<file path="config.mk">
export PLATFORM = sky130hd
export DESIGN_NAME = irs_bank
export DESIGN_NICKNAME = d
export VERILOG_FILES = /design/src/rtl/irs_pkg.sv /design/src/rtl/irs_bank.sv
export SDC_FILE = /design/constraint.sdc
export NUM_CORES = 1
export LEC_CHECK = 0
export ABC_AREA = 1
export BUFFER_PORTS_ARGS = -buffer_cell sky130_fd_sc_hd__buf_2
export CAP_MARGIN = 20
export CORE_ASPECT_RATIO = 1.2
export CORE_UTILIZATION = 48
export DETAILED_ROUTE_END_ITERATION = 10
export PLACE_DENSITY = 0.94
export SLEW_MARGIN = 20
export SYNTH_ARGS = -nofsm -noshare
export SYNTH_HDL_FRONTEND = slang
export SYNTH_SLANG_ARGS = --single-unit
export TNS_END_PERCENT = 20
</file>
<file path="constraint.sdc">
create_clock -name clk_i -period 2.8 [get_ports clk_i]
set_clock_uncertainty 0.2 [all_clocks]
set_input_delay 0.84 -clock clk_i [delete_from_list [all_inputs] [get_ports clk_i]]
set_output_delay 0.84 -clock clk_i [all_outputs]
set_load 0.01 [all_outputs]
</file>
<file path="src/rtl/irs_pkg.sv">
// Purpose: Constants and carriers for the raw status bank
// Assumes: Word index times four is the Wishbone byte address
// Notes: Status images are live; only the clock control word stores
//
// Overview of operation
// Second status bit 15 shows speaker warning temperature exceeded.
// Second status bit 14 shows speaker shutdown temperature exceeded.
// Second status bit 11 is low while write sequencer busy.
// Second status bits 10 and 9 show range controller signal detect.
// Second status bits 6 and 5 show any under or overclock.
// Second status bit 1 shows system clock underclocked.
// Second status bit 0 shows asynchronous clock underclocked.
// Third status bit 12 shows control interface error.
// Third status bit 11 shows mixer dropped sample.
// Third bit 9 high once system clock off; writes wait for it.
// Third bit 10 high once async clock off; writes wait for it.
// Third status bits 8..6 show input rate converter config errors.
// Third status bits 1 and 0 low while phones enable runs.
// Fourth bit 8 shows boot done; no control writes before it.
// Fourth status bit 3 shows async rate converter config error.
// Fourth status bits 1 and 0 show loop clocks good.
// Fifth status bit 13 shows pulse width overclock error.
// Overclock summary is the OR of all overclock detail bits; code ORs only the OC_A_MASK and OC_B_MASK bits.
// Underclock summary is the OR of all underclock detail bits; code ORs only the UC_MASK bits, so underclock_detail bits 1 and 11 to 15 are left out.
// Status words ignore writes; reads change nothing.
// Status bits never latch; they follow their sources.
package irs_pkg;

    localparam logic [13:0] IDX_S1 = 14'h0d20;
    localparam logic [13:0] IDX_S2 = 14'h0d21;
    localparam logic [13:0] IDX_S3 = 14'h0d22;
    localparam logic [13:0] IDX_S4 = 14'h0d23;
    localparam logic [13:0] IDX_S5 = 14'h0d24;
    localparam logic [13:0] IDX_CLK = 14'h0d30;

    localparam logic [1:0] CLK_CTRL_RST = 2'h3;

    localparam logic [15:0] OC_A_MASK = 16'h36ff;
    localparam logic [15:0] OC_B_MASK = 16'h1ea7;
    localparam logic [15:0] UC_MASK = 16'h07fd;

    // Source conditions, all on the system clock
    typedef struct packed {
        logic [1:0] dsp_ram_ready;
        logic [7:0] dsp_irq;
        logic speaker_heat_warning;
        logic speaker_heat_shutdown_level;
        logic write_sequencer_idle;
        logic range_ctrl2_signal_seen;
        logic range_ctrl1_signal_seen;
        logic rate_conv2_lock;
        logic rate_conv1_lock;
        logic loop2_lock;
        logic loop1_lock;
        logic system_clock_underclock;
        logic async_clock_underclock;
        logic control_port_error;
        logic mixer_sample_lost;
        logic system_clock_stopped;
        logic async_clock_stopped;
        logic [2:0] input_rate_conv_cfg_error;
        logic right_phones_enable_idle;
        logic left_phones_enable_idle;
        logic boot_complete;
        logic async_rate_conv_cfg_error;
        logic loop2_clock_good;
        logic loop1_clock_good;
        logic [15:0] overclock_detail_a;
        logic [15:0] overclock_detail_b;
        logic [15:0] underclock_detail;
    } irs_src_t;

    typedef struct packed {
        logic async_clock_enable;
        logic system_clock_enable;
    } irs_clk_ctrl_t;

endpackage : irs_pkg

</file>
<file path="src/rtl/irs_bank.sv">
// Purpose: Live raw status bank behind a classic Wishbone slave
// Assumes: Sources are synchronous to clk_i
// Notes: One wait state; unmapped reads return zero
`timescale 1ns/100ps
module irs_bank (
    input wire logic clk_i,
    input wire logic rst_i,
    input wire logic wb_cyc_i,
    input wire logic wb_stb_i,
    input wire logic wb_we_i,
    input wire logic [15:0] wb_adr_i,
    input wire logic [3:0] wb_sel_i,
    input wire logic [31:0] wb_dat_i,
    output logic wb_ack_o,
    output logic [31:0] wb_dat_o,
    input wire irs_pkg::irs_src_t src_i,
    output logic system_clock_enable_o,
    output logic async_clock_enable_o
);

    irs_pkg::irs_src_t src_q;
    irs_pkg::irs_clk_ctrl_t en_q;
    logic ack_q;
    logic [31:0] dat_q;
    logic [13:0] idx;
    logic req;
    logic rd_go;
    logic wr_go;
    logic sys_off;
    logic async_off;
    logic wr_ok;
    logic any_oc;
    logic any_uc;

    assign idx = wb_adr_i[15:2];
    assign req = wb_cyc_i && wb_stb_i && !ack_q;
    assign rd_go = req && !wb_we_i;
    assign wr_go = req && wb_we_i;

    // Sample sources once; no hold, no latch
    always_ff @(posedge clk_i) begin
        if (rst_i) begin
            src_q <= '0;
        end else begin
            src_q <= src_i;
        end
    end

    function automatic logic or_masked(
        input logic [15:0] v,
        input logic [15:0] m
    );
        or_masked = |(v & m);
    endfunction : or_masked

    assign any_oc = or_masked(src_q.overclock_detail_a, irs_pkg::OC_A_MASK)
        || or_masked(src_q.overclock_detail_b, irs_pkg::OC_B_MASK);
    assign any_uc = or_masked(src_q.underclock_detail, irs_pkg::UC_MASK);

    // Clock off flags need both the enable cleared and the stop seen
    assign sys_off = !en_q.system_clock_enable
        && src_q.system_clock_stopped;
    assign async_off = !en_q.async_clock_enable
        && src_q.async_clock_stopped;

    // Control writes held off during boot and pending clock shutdown
    assign wr_ok = src_q.boot_complete
        && (en_q.system_clock_enable || sys_off)
        && (en_q.async_clock_enable || async_off);

    function automatic logic [15:0] image(
        input logic [13:0] i,
        input irs_pkg::irs_src_t s,
        input logic oc,
        input logic uc,
        input logic so,
        input logic ao
    );
        image = 16'h0000;
        case (i)
            irs_pkg::IDX_S1: begin
                image[10:9] = s.dsp_ram_ready;
                image[7:0] = s.dsp_irq;
            end
            irs_pkg::IDX_S2: begin
                image[15] = s.speaker_heat_warning;
                image[14] = s.speaker_heat_shutdown_level;
                image[11] = s.write_sequencer_idle;
                image[10] = s.range_ctrl2_signal_seen;
                image[9] = s.range_ctrl1_signal_seen;
                image[8] = s.rate_conv2_lock;
                image[7] = s.rate_conv1_lock;
                image[6] = uc;
                image[5] = oc;
                image[3] = s.loop2_lock;
                image[2] = s.loop1_lock;
                image[1] = s.system_clock_underclock;
                image[0] = s.async_clock_underclock;
            end
            irs_pkg::IDX_S3: begin
                image[12] = s.control_port_error;
                image[11] = s.mixer_sample_lost;
                image[10] = ao;
                image[9] = so;
                image[8] = s.input_rate_conv_cfg_error[0];
                image[7] = s.input_rate_conv_cfg_error[1];
                image[6] = s.input_rate_conv_cfg_error[2];
                image[1] = s.right_phones_enable_idle;
                image[0] = s.left_phones_enable_idle;
            end
            irs_pkg::IDX_S4: begin
                image[8] = s.boot_complete;
                image[3] = s.async_rate_conv_cfg_error;
                image[1] = s.loop2_clock_good;
                image[0] = s.loop1_clock_good;
            end
            irs_pkg::IDX_S5: begin
                image = s.overclock_detail_a & irs_pkg::OC_A_MASK;
            end
            default: begin
                image = 16'h0000;
            end
        endcase
    endfunction : image

    // Bus answer: ack one cycle after the request, dropped next cycle
    always_ff @(posedge clk_i) begin
        if (rst_i) begin
            ack_q <= 1'b0;
        end else begin
            ack_q <= req;
        end
    end

    always_ff @(posedge clk_i) begin
        if (rst_i) begin
            dat_q <= 32'h00000000;
        end else if (rd_go) begin
            if (idx == irs_pkg::IDX_CLK) begin
                dat_q <= {30'h0, en_q};
            end else begin
                dat_q <= {16'h0000,
                    image(idx, src_q, any_oc, any_uc, sys_off, async_off)};
            end
        end
    end

    // Only the clock control word stores; status writes fall away
    always_ff @(posedge clk_i) begin
        if (rst_i) begin
            en_q <= irs_pkg::CLK_CTRL_RST;
        end else if (wr_go && idx == irs_pkg::IDX_CLK
                     && wb_sel_i[0] && wr_ok) begin
            en_q <= wb_dat_i[1:0];
        end
    end

    assign wb_ack_o = ack_q;
    assign wb_dat_o = dat_q;
    assign system_clock_enable_o = en_q.system_clock_enable;
    assign async_clock_enable_o = en_q.async_clock_enable;
endmodule : irs_bank

</file>
==> impl_metrics.yaml, run 1 <==
run_status:
  status: "finished clean"
yosys:
  synth_edf_count: 0
  yosys-top-cells-area: "dfxtp_1, nor2_1, inv_1"
  synth_cells: 447
  ys.flop_type: "dfxtp_1"
  ys_seq_area_share_pct: 50.37
  ys_async_sr_fraction_pct: 0
  synth_most_common_cell: "nor2_1"
  syn-mean-instance-area_um2: 7.468
  synth_top_area_share_pct: 50.37
  synthTopCellsByCount: "nor2_1, dfxtp_1, inv_1"
  netlist_area_um2: 3338
  ys_ff_latch: 84
  yosys_warnings: 0
  synth_cell_types: 27
  synth.largest_area_cell: "dfxtp_1"
sta:
  slew_violations: 0
  hold_viol_final: 0
  rsz0062_at_grt: "false"
  finalSetupTns_ns: 0
  max_freq_ghz: 0.4905
  fin_crit_ns: 2.039
  finalSetupViolations: 0
  min_period_over_period_pct: 72.81
  hold-worst-slack_ns: 0.2675
layout:
  fin_nets: 692
  drive_gt1_share_pct: 26.34
  design_area_um2: 4073
  num_antenna_cells: 0
  area_growth_pct: 22.00
setup_path:
  setup.worst_path.start_class: "input pin"
  critPathMaxStageDelay_ns: 0.30
  crit-reg2reg-launch: "wb_ack_o"
  critPathCapture: "wb_dat_o[1]"
  crit_start: "wb_adr_i[15]"
  r2r_cells: 8
  worstSetupPathType: "in -> reg"
  end_kind: "register"
  cp_common_cell: "nand2_1"
  r2r_slack_ns: 1.23
  critPathMaxFanout: 22
  crit_path_cell_trace: "buf_2, nor2_1, nand2_2, nor2_8, buf_4, nand3_1, nand2_1, inv_1, nand2_1, nand2_1, a21oi_2"
  cpMaxStageDelayCell: "nor2_8"
  r2r-end: "wb_dat_o[5]"
  cp.required_ns: 2.88
  arrival_ns: 2.12
global_route:
  antenna_found_initial: 0
  grt_usage_pct: 21.71
  grt_pass1_vias: 2915
  overflow: 0
  grt_max_degree: 51
  grt_pass1_wl_um: 12000
clock_tree:
  ctsHoldBuffers: 0
  cts_root_buf: "clkbuf_8"
  cts_buffers: 9
  cts_tree: "yes"
  clk_pin_slew_ns: 0.08
  clk_latency_ns: 0.34
  cts_resized: 0
  clk_path_buf_depth: 2
  cts_setup_buffers: 0
  cts.sinks: 84
  cts.htree.levels: 3
floorplan:
  row_count: 32
  die_h_um: 93.36
  pin_count: 174
  die_x_um: 78.13
  initial_core_util_pct: 50.84
  coreArea_um2: 6566
  dieArea_um2: 7294
routing:
  viasPerCell: 4.593
  num_vias: 2953
  drtAntennaViolNets: 0
  dr.pass1.iters: 4
  totalWireLength_um: 7337
  wl_per_cell_um: 11.41
  first_iter_violations: 168
  drc_errors: 0
placement:
  routabilityCongestion: 0.7979
  hpwlAfterDp_um: 5591
  place_area_um2: 3887
  port_buffers: 105
power_and_ir_drop:
  ir_drop_mv: 0.3503
  p_leak_nw: 2.227
  power_density_nw_per_um2: 553.3
hold_path:
  min_path_cells: 2
  min_path_type: "reg -> reg"
flow_run:
  cap_violations: 0
routing by layer:
metal  part of all wire (%)  global-route usage [%]  up-vias
met5                      0                       0        -
met2                     53                   39.40      113
met4                    2.7                   13.12        0
li1                       -                       -     1510
met3                    6.7                   5.268       14
met1                     38                   22.36     1316
cell type report:
cell class                 instances  area [um2]
inverter                          83       312.8
multi-input combinational        266        1219
timing repair buffer             109       568.0
fill                             602        2494
clock inverter                     4       50.05
sequential                        84        1682
clock buffer                      12       135.1
tap                               85       106.4
state kept, by name (all words and copies together), names as in the netlist:
| signal | flops |
|---|---|
| src_q | 65 |
| async_clock_enable_o | 1 |
| system_clock_enable_o | 1 |
| wb_dat_o | 16 |
| wb_ack_o | 1 |
worst max-delay path: cells and delay by family:
| family | cells | cell delay [ns] |
|---|---|---|
| simple gates | 7 | 0.82 |
| buf+inv | 3 | 0.34 |
| compound gates | 1 | 0.10 |
power breakdown:
part | internal [W] | switching (W) | leakage (nW)
Sequential | 0.00124 | 0.0000171 | 0.695
Combinational | 0.0000782 | 0.000101 | 1.45
Clock | 0.000412 | 0.000400 | 0.0866
Total | 0.00173 | 0.000519 | 2.23
placed cells by master (no fill, tap or decap):
cell        synthesis  routed
nand2_2             4       4
inv_2               4       4
nand2_4             1       1
clkbuf_8            0       9
nor2_1             90      90
o21ai_0             8       8
nand3b_4            1       1
nand3_1            39      39
nor3_1              2       2
a21oi_1            13      13
nand3b_1            1       1
dfxtp_1            84      84
nor4_1              1       1
a21oi_2             1       1
bufinv_16           0       1
nor2_8              1       1
clkbuf_1           10       3
conb_1              1      16
buf_12              0       1
nand4_1             4       4
nor2_2              6       6
o21ai_1             1       1
buf_2               1     105
nor3_4              2       2
nor2_4              4       4
nand2_1            71      71
buf_4              17       3
clkinv_2            1       2
clkinvlp_4          0       2
inv_1              78      78
worst min path at each step:
stage / start / to
after CTS: wb_dat_o[11] / wb_dat_o[11]
after global routing: wb_dat_o[11] / wb_dat_o[11]
final: wb_dat_o[11] / wb_dat_o[11]
after floorplan: src_q[70] / wb_dat_o[14]
after detailed placement: wb_dat_o[11] / wb_dat_o[11]
after global placement: src_q[70] / wb_dat_o[14]
metrics by stage:
stage | setup WS [ns] | util [%] | total power (W) | std cells
after floorplan | 0.7520 | - | 0.001396 | 462
after global placement | 0.4434 | 59.20 | 0.001461 | 627
after detailed placement | 0.4228 | 59.20 | 0.001470 | 627
after CTS | 0.7869 | 62.02 | 0.002271 | 643
after global routing | 0.6533 | 62.02 | 0.002360 | 643
final | 0.7612 | 62.02 | 0.002253 | 643
logic make-up (layout without fill, tap and decap cells):
kind of cell / after synthesis / count (layout) / share of synthesized area, %
AND/OR/NAND/NOR: 227 / 227 / 31.15
buffers and inverters: 112 / 208 / 14.80
flip-flops: 84 / 84 / 50.37
AO/OA/AOI/OAI: 23 / 23 / 3.561
other: 1 / 16 / 0.1123
No activity file was read; power rests on OpenSTA's default activity.
==> inputs of run 2 (changes only) <==
--- a/config.mk
+++ b/config.mk
@@ -9,9 +9,9 @@
 export BUFFER_PORTS_ARGS = -buffer_cell sky130_fd_sc_hd__buf_2
 export CAP_MARGIN = 20
 export CORE_ASPECT_RATIO = 1.2
-export CORE_UTILIZATION = 48
+export CORE_UTILIZATION = 45
 export DETAILED_ROUTE_END_ITERATION = 10
-export PLACE_DENSITY = 0.94
+export PLACE_DENSITY = 0.9
 export SLEW_MARGIN = 20
 export SYNTH_ARGS = -nofsm -noshare
 export SYNTH_HDL_FRONTEND = slang
==> constraint.sdc (replaced) <==
create_clock -name clk_i -period 1.99 [get_ports clk_i]
set_clock_uncertainty 0.2 [all_clocks]
set_input_delay 0.597 -clock clk_i [delete_from_list [all_inputs] [get_ports clk_i]]
set_output_delay 0.597 -clock clk_i [all_outputs]
set_load 0.01 [all_outputs]
==> run 2 against run 1 <==
Compared with the run above:
- total power up 50%
- highest routed layer unchanged
- via count down 0.51%
- largest power group unchanged
- non-clock buffer count up 10
- count of clock-buffer cells in the layout down 3
- largest cell class unchanged
- utilization down 3.8 points
==> impl_metrics.yaml, run 2 (synthesis gave the netlist of run 1 again) <==
layout:
  seqCellArea_um2: 1682
  most-common-layout-cells: "buf_2, nor2_1, dfxtp_1"
  top_register: "src_q"
  stdcell_count: 658
  utilization_pct: 58.22
  fin_nets: 702
  drive_gt1_share_pct: 28.17
  largest_reg_flops: 65
  num_antenna_cells: 0
  multi_input_area_um2: 1219
  final_common_cell: "buf_2"
  area_growth_pct: 26.12
  fill_cells: 643
clock_tree:
  cts_root_buf: "clkbuf_8"
  cts_tree: "yes"
  clk_latency_ns: 0.36
  cts.htree.levels: 3
  cts_buffers: 9
  ctsHoldBuffers: 0
  clk_path_buf_depth: 2
  clk_pin_slew_ns: 0.09
  cts_resized: 0
  cts.sinks: 84
  cts_setup_buffers: 0
power_and_ir_drop:
  seqPwrFrac_pct: 52.4
  p_int_w: 0.002590
  power_density_nw_per_um2: 805.0
  clock_power_share_pct: 40.1
  pwr-share-comb_pct: 7.5
  ir_drop_mv: 0.5239
  sw_frac_of_total_pct: 23.59
  p_leak_nw: 2.309
  p_sw_w: 0.0007997
sta:
  hold-worst-slack_ns: 0.2351
  relSlewSlack_pct: 65.87
  fin_crit_ns: 1.719
  hold_viol_final: 0
  max_freq_ghz: 0.5818
  worst_pin_slew_ns: 0.5073
  rsz0062_at_grt: "false"
  finalSetupTns_ns: 0
  min_period_over_period_pct: 86.38
  slew_violations: 0
  finalSetupViolations: 0
global_route:
  grt_pass1_wl_um: 11070
  grt_usage_pct: 18.91
  met3_usage_pct: 4.645
  antenna_found_initial: 0
  grt_pass1_vias: 2623
  grt_max_degree: 57
  use_met2_pct: 33.62
  grt_use_met1_pct: 21.29
  grt_busiest_layer: "met2"
  overflow: 0
setup_path:
  cpMaxStageDelayCell: "dfxtp_1"
  arrival_ns: 0.92
  crit_start: "async_clock_enable_o"
  crit_cells: 1
  setup.worst_path.start_class: "register"
  crit_path_cell_trace: "buf_2"
  end_kind: "primary output"
  worstSetupPathType: "reg -> out"
  critPathMaxFanout: 5
  cp_num_buf_inv: 1
  critical-path-top-delay-family: "flip-flops"
  crit-reg2reg-launch: "async_clock_enable_o"
  r2r-end: "async_clock_enable_o"
  r2r_slack_ns: 0.41
  cp.required_ns: 1.19
  r2r_cells: 5
  critPathMaxStageDelay_ns: 0.41
routing:
  first_iter_violations: 190
  wl_per_cell_um: 10.80
  dr.pass1.iters: 5
  drtAntennaViolNets: 0
  totalWireLength_um: 7109
  num_vias: 2938
  drc_errors: 0
  viasPerCell: 4.465
floorplan:
  initial_core_util_pct: 46.16
  coreArea_um2: 7232
  die_h_um: 96.35
  dieArea_um2: 7768
  die_x_um: 80.63
  pin_count: 174
  row_count: 34
hold_path:
  hold_start: "src_i[71]"
  holdPathEnd: "src_q[71]"
  min_path_type: "in -> reg"
  min_path_cells: 3
placement:
  routabilityCongestion: 0.8284
  dp.cells: 642
  port_buffers: 105
  hpwlAfterDp_um: 5485
run_status:
  status: "finished clean"
flow_run:
  cap_violations: 0
[run 2: cell types whose count changed in the layout (fill, tap and decap cells not counted), sizes merged]
cell	previous run	this run
inv	82	85
clkinvlp	2	1
clkbuf	12	9
buf	109	119
bufinv	1	2
[run 2: worst max path at each step]
stage                                 endpoint  slack, ns
final                     async_clock_enable_o       0.27
after detailed placement           wb_dat_o[3]      -0.04
after global placement             wb_dat_o[3]     -0.008
after floorplan                    wb_dat_o[1]       0.18
after global routing               wb_dat_o[3]       0.15
after CTS                 async_clock_enable_o       0.26
[run 2: per-stage QoR]
step | setup WS (ns) | area (um2) | total power [W]
after floorplan | 0.1850 | 3395 | 0.001965
after global placement | -0.008100 | 3981 | 0.002061
after detailed placement | -0.03567 | 3981 | 0.002071
after CTS | 0.2623 | 4210 | 0.003404
after global routing | 0.1504 | 4210 | 0.003525
final | 0.2711 | 4210 | 0.003389
[run 2: area by class of cell]
class / instances / area share [%]
flip-flops and latches: 84 / 39.94
well taps: 90 / 2.675
multi-input cells: 266 / 28.95
clock buffers: 9 / 2.942
inverters: 83 / 7.429
repair buffers: 119 / 15.57
clock inverters: 7 / 2.496
[run 2: metal layers]
layer	wire length (um)	vias to the layer above
li1	-	1537
met1	2931	1279
met2	3570	108
met4	144	0
met3	462	14
met5	0	-
[run 2: power groups by stage]
stage	sequential [W]	clock [W]	combinational [W]
CTS	0.00178	0.00137	0.000257
global placement	0.00181	0	0.000249
detailed placement	0.00182	0	0.000256
floorplan	0.00181	0	0.000156
global route	0.00178	0.00145	0.000290
finish	0.00178	0.00136	0.000255
==> inputs of run 3 (changes only) <==
--- a/config.mk
+++ b/config.mk
@@ -11,6 +11,7 @@
 export CORE_ASPECT_RATIO = 1.2
 export CORE_UTILIZATION = 45
 export DETAILED_ROUTE_END_ITERATION = 10
+export GPL_TIMING_DRIVEN = 0
 export PLACE_DENSITY = 0.9
 export SLEW_MARGIN = 20
 export SYNTH_ARGS = -nofsm -noshare
==> run 3 against run 2 <==
Compared with the run above:
- clock power about the same
- count of clock-buffer cells in the layout unchanged
- cell area increased by 1.0%
- fmax decreased by 0.71%
- die area unchanged
- hold slack improved by 0.0075 ns
- combinational power increased by 11%
- critical path depth increased by 9
==> impl_metrics.yaml, run 3 (synthesis gave the netlist of run 1 again) <==
run_status:
  status: "finished clean"
hold_path:
  min_path_cells: 3
  min_path_type: "in -> reg"
setup_path:
  crit_cells: 10
  critical-path-top-delay-family: "simple AND/OR/NAND/NOR gates"
  cpMaxStageDelayCell: "nor2_1"
  end_kind: "register"
  cp.required_ns: 2.07
  setup.worst_path.start_class: "input pin"
  r2r_cells: 6
  worstSetupPathType: "in -> reg"
  arrival_ns: 1.82
  critPathMaxStageDelay_ns: 0.34
  cp_num_buf_inv: 1
  critPathMaxFanout: 5
  crit_path_cell_trace: "buf_2, nor2_2, nand2_4, nor2_1, nand3_1, nand2_1, nor2_1, nand2_1, nand2_1, a21oi_2"
  cp_common_cell: "nand2_1"
sta:
  rsz0062_at_grt: "false"
  fin_crit_ns: 1.731
  fin_ws_ns: 0.2587
  max_freq_ghz: 0.5776
  worst_pin_slew_ns: 0.5418
  min_period_over_period_pct: 87.00
  finalSetupTns_ns: 0
  hold_viol_final: 0
  relSlewSlack_pct: 63.55
  slew_violations: 0
  finalSetupViolations: 0
  hold-worst-slack_ns: 0.2426
layout:
  seqCellArea_um2: 1682
  fin_nets: 716
  drive_gt1_share_pct: 28.18
  num_antenna_cells: 0
  most-common-layout-cells: "buf_2, nor2_1, dfxtp_1"
  largest_reg_flops: 65
  multi_input_area_um2: 1219
  top_register: "src_q"
  area_growth_pct: 27.40
  stdcell_count: 672
  utilization_pct: 58.81
  final_common_cell: "buf_2"
  fill_cells: 676
clock_tree:
  cts.sinks: 84
  ctsHoldBuffers: 0
  cts_root_buf: "clkbuf_8"
  clk_path_buf_depth: 2
  cts_resized: 0
  clk_pin_slew_ns: 0.09
  cts_tree: "yes"
  cts_buffers: 9
  cts_setup_buffers: 0
  clk_latency_ns: 0.35
  cts.htree.levels: 3
floorplan:
  pin_count: 174
  dieArea_um2: 7768
  coreArea_um2: 7232
  die_x_um: 80.63
  row_count: 34
  die_h_um: 96.35
  initial_core_util_pct: 46.16
routing:
  num_vias: 3067
  wl_per_cell_um: 11.80
  drtAntennaViolNets: 0
  viasPerCell: 4.564
  totalWireLength_um: 7927
  first_iter_violations: 141
  dr.pass1.iters: 5
  drc_errors: 0
placement:
  dp.cells: 656
  hpwlAfterDp_um: 6213
  place_ws_ns: -0.09673
  port_buffers: 104
  routabilityCongestion: 0.8132
global_route:
  grt_pass1_wl_um: 12230
  antenna_found_initial: 0
  grt_usage_pct: 20.92
  overflow: 0
  grt_pass1_vias: 2829
  grt_max_degree: 16
flow_run:
  cap_violations: 0
power_and_ir_drop:
  p_leak_nw: 2.333
  power_density_nw_per_um2: 797.4
  ir_drop_mv: 0.4219
==> run 3: metrics by stage <==
step | cell area (um2) | total power [W]
after global routing | 4253 | 0.003505
after global placement | 4028 | 0.002087
after floorplan | 3395 | 0.001965
after detailed placement | 4028 | 0.002099
after CTS | 4253 | 0.003393
final | 4253 | 0.003391
==> run 3: final cells by class <==
| type | instances | area share [%] |
|---|---|---|
| tap | 90 | 2.648 |
| clock inverter | 7 | 2.383 |
| inverter | 83 | 7.355 |
| clock buffer | 9 | 2.913 |
| sequential | 84 | 39.54 |
| buffer | 29 | 4.266 |
| timing repair buffer | 104 | 12.24 |
| multi-input combinational | 266 | 28.66 |
==> run 3: metal layers <==
layer	GRT usage (%)	share of wire, %	up-vias
met5	0	0	-
met4	9.524	2.6	0
met3	4.076	7.0	16
met2	38.28	51	123
met1	23.14	39	1366
li1	-	-	1562
==> run 3: path summary, 6_finish.rpt <==
kind | slack [ns] | from | end
setup / recovery | 0.26 | wb_adr_i[9] | wb_dat_o[1]
hold reg to reg | 0.27 | wb_dat_o[12] | wb_dat_o[12]
hold / removal | 0.24 | src_i[7] | src_q[7]
setup reg to reg | 0.36 | wb_ack_o | wb_dat_o[9]
==> run 3: where the power goes <==
part,leakage [nW],internal [W],switching [W]
clock,0.106,0.000712,0.000620
combinational,1.53,0.000128,0.000154
sequential,0.695,0.00175,0.0000248
==> run 3: worst register-to-register path, stage by stage, from the launching register on <==
cell and delay [ns]:
dfxtp_1 0.33, nand3b_4 0.15, nor2_2 0.06, inv_2 0.17, clkbuf_1 0.34, nand2_1 0.12, a21oi_1 0.18
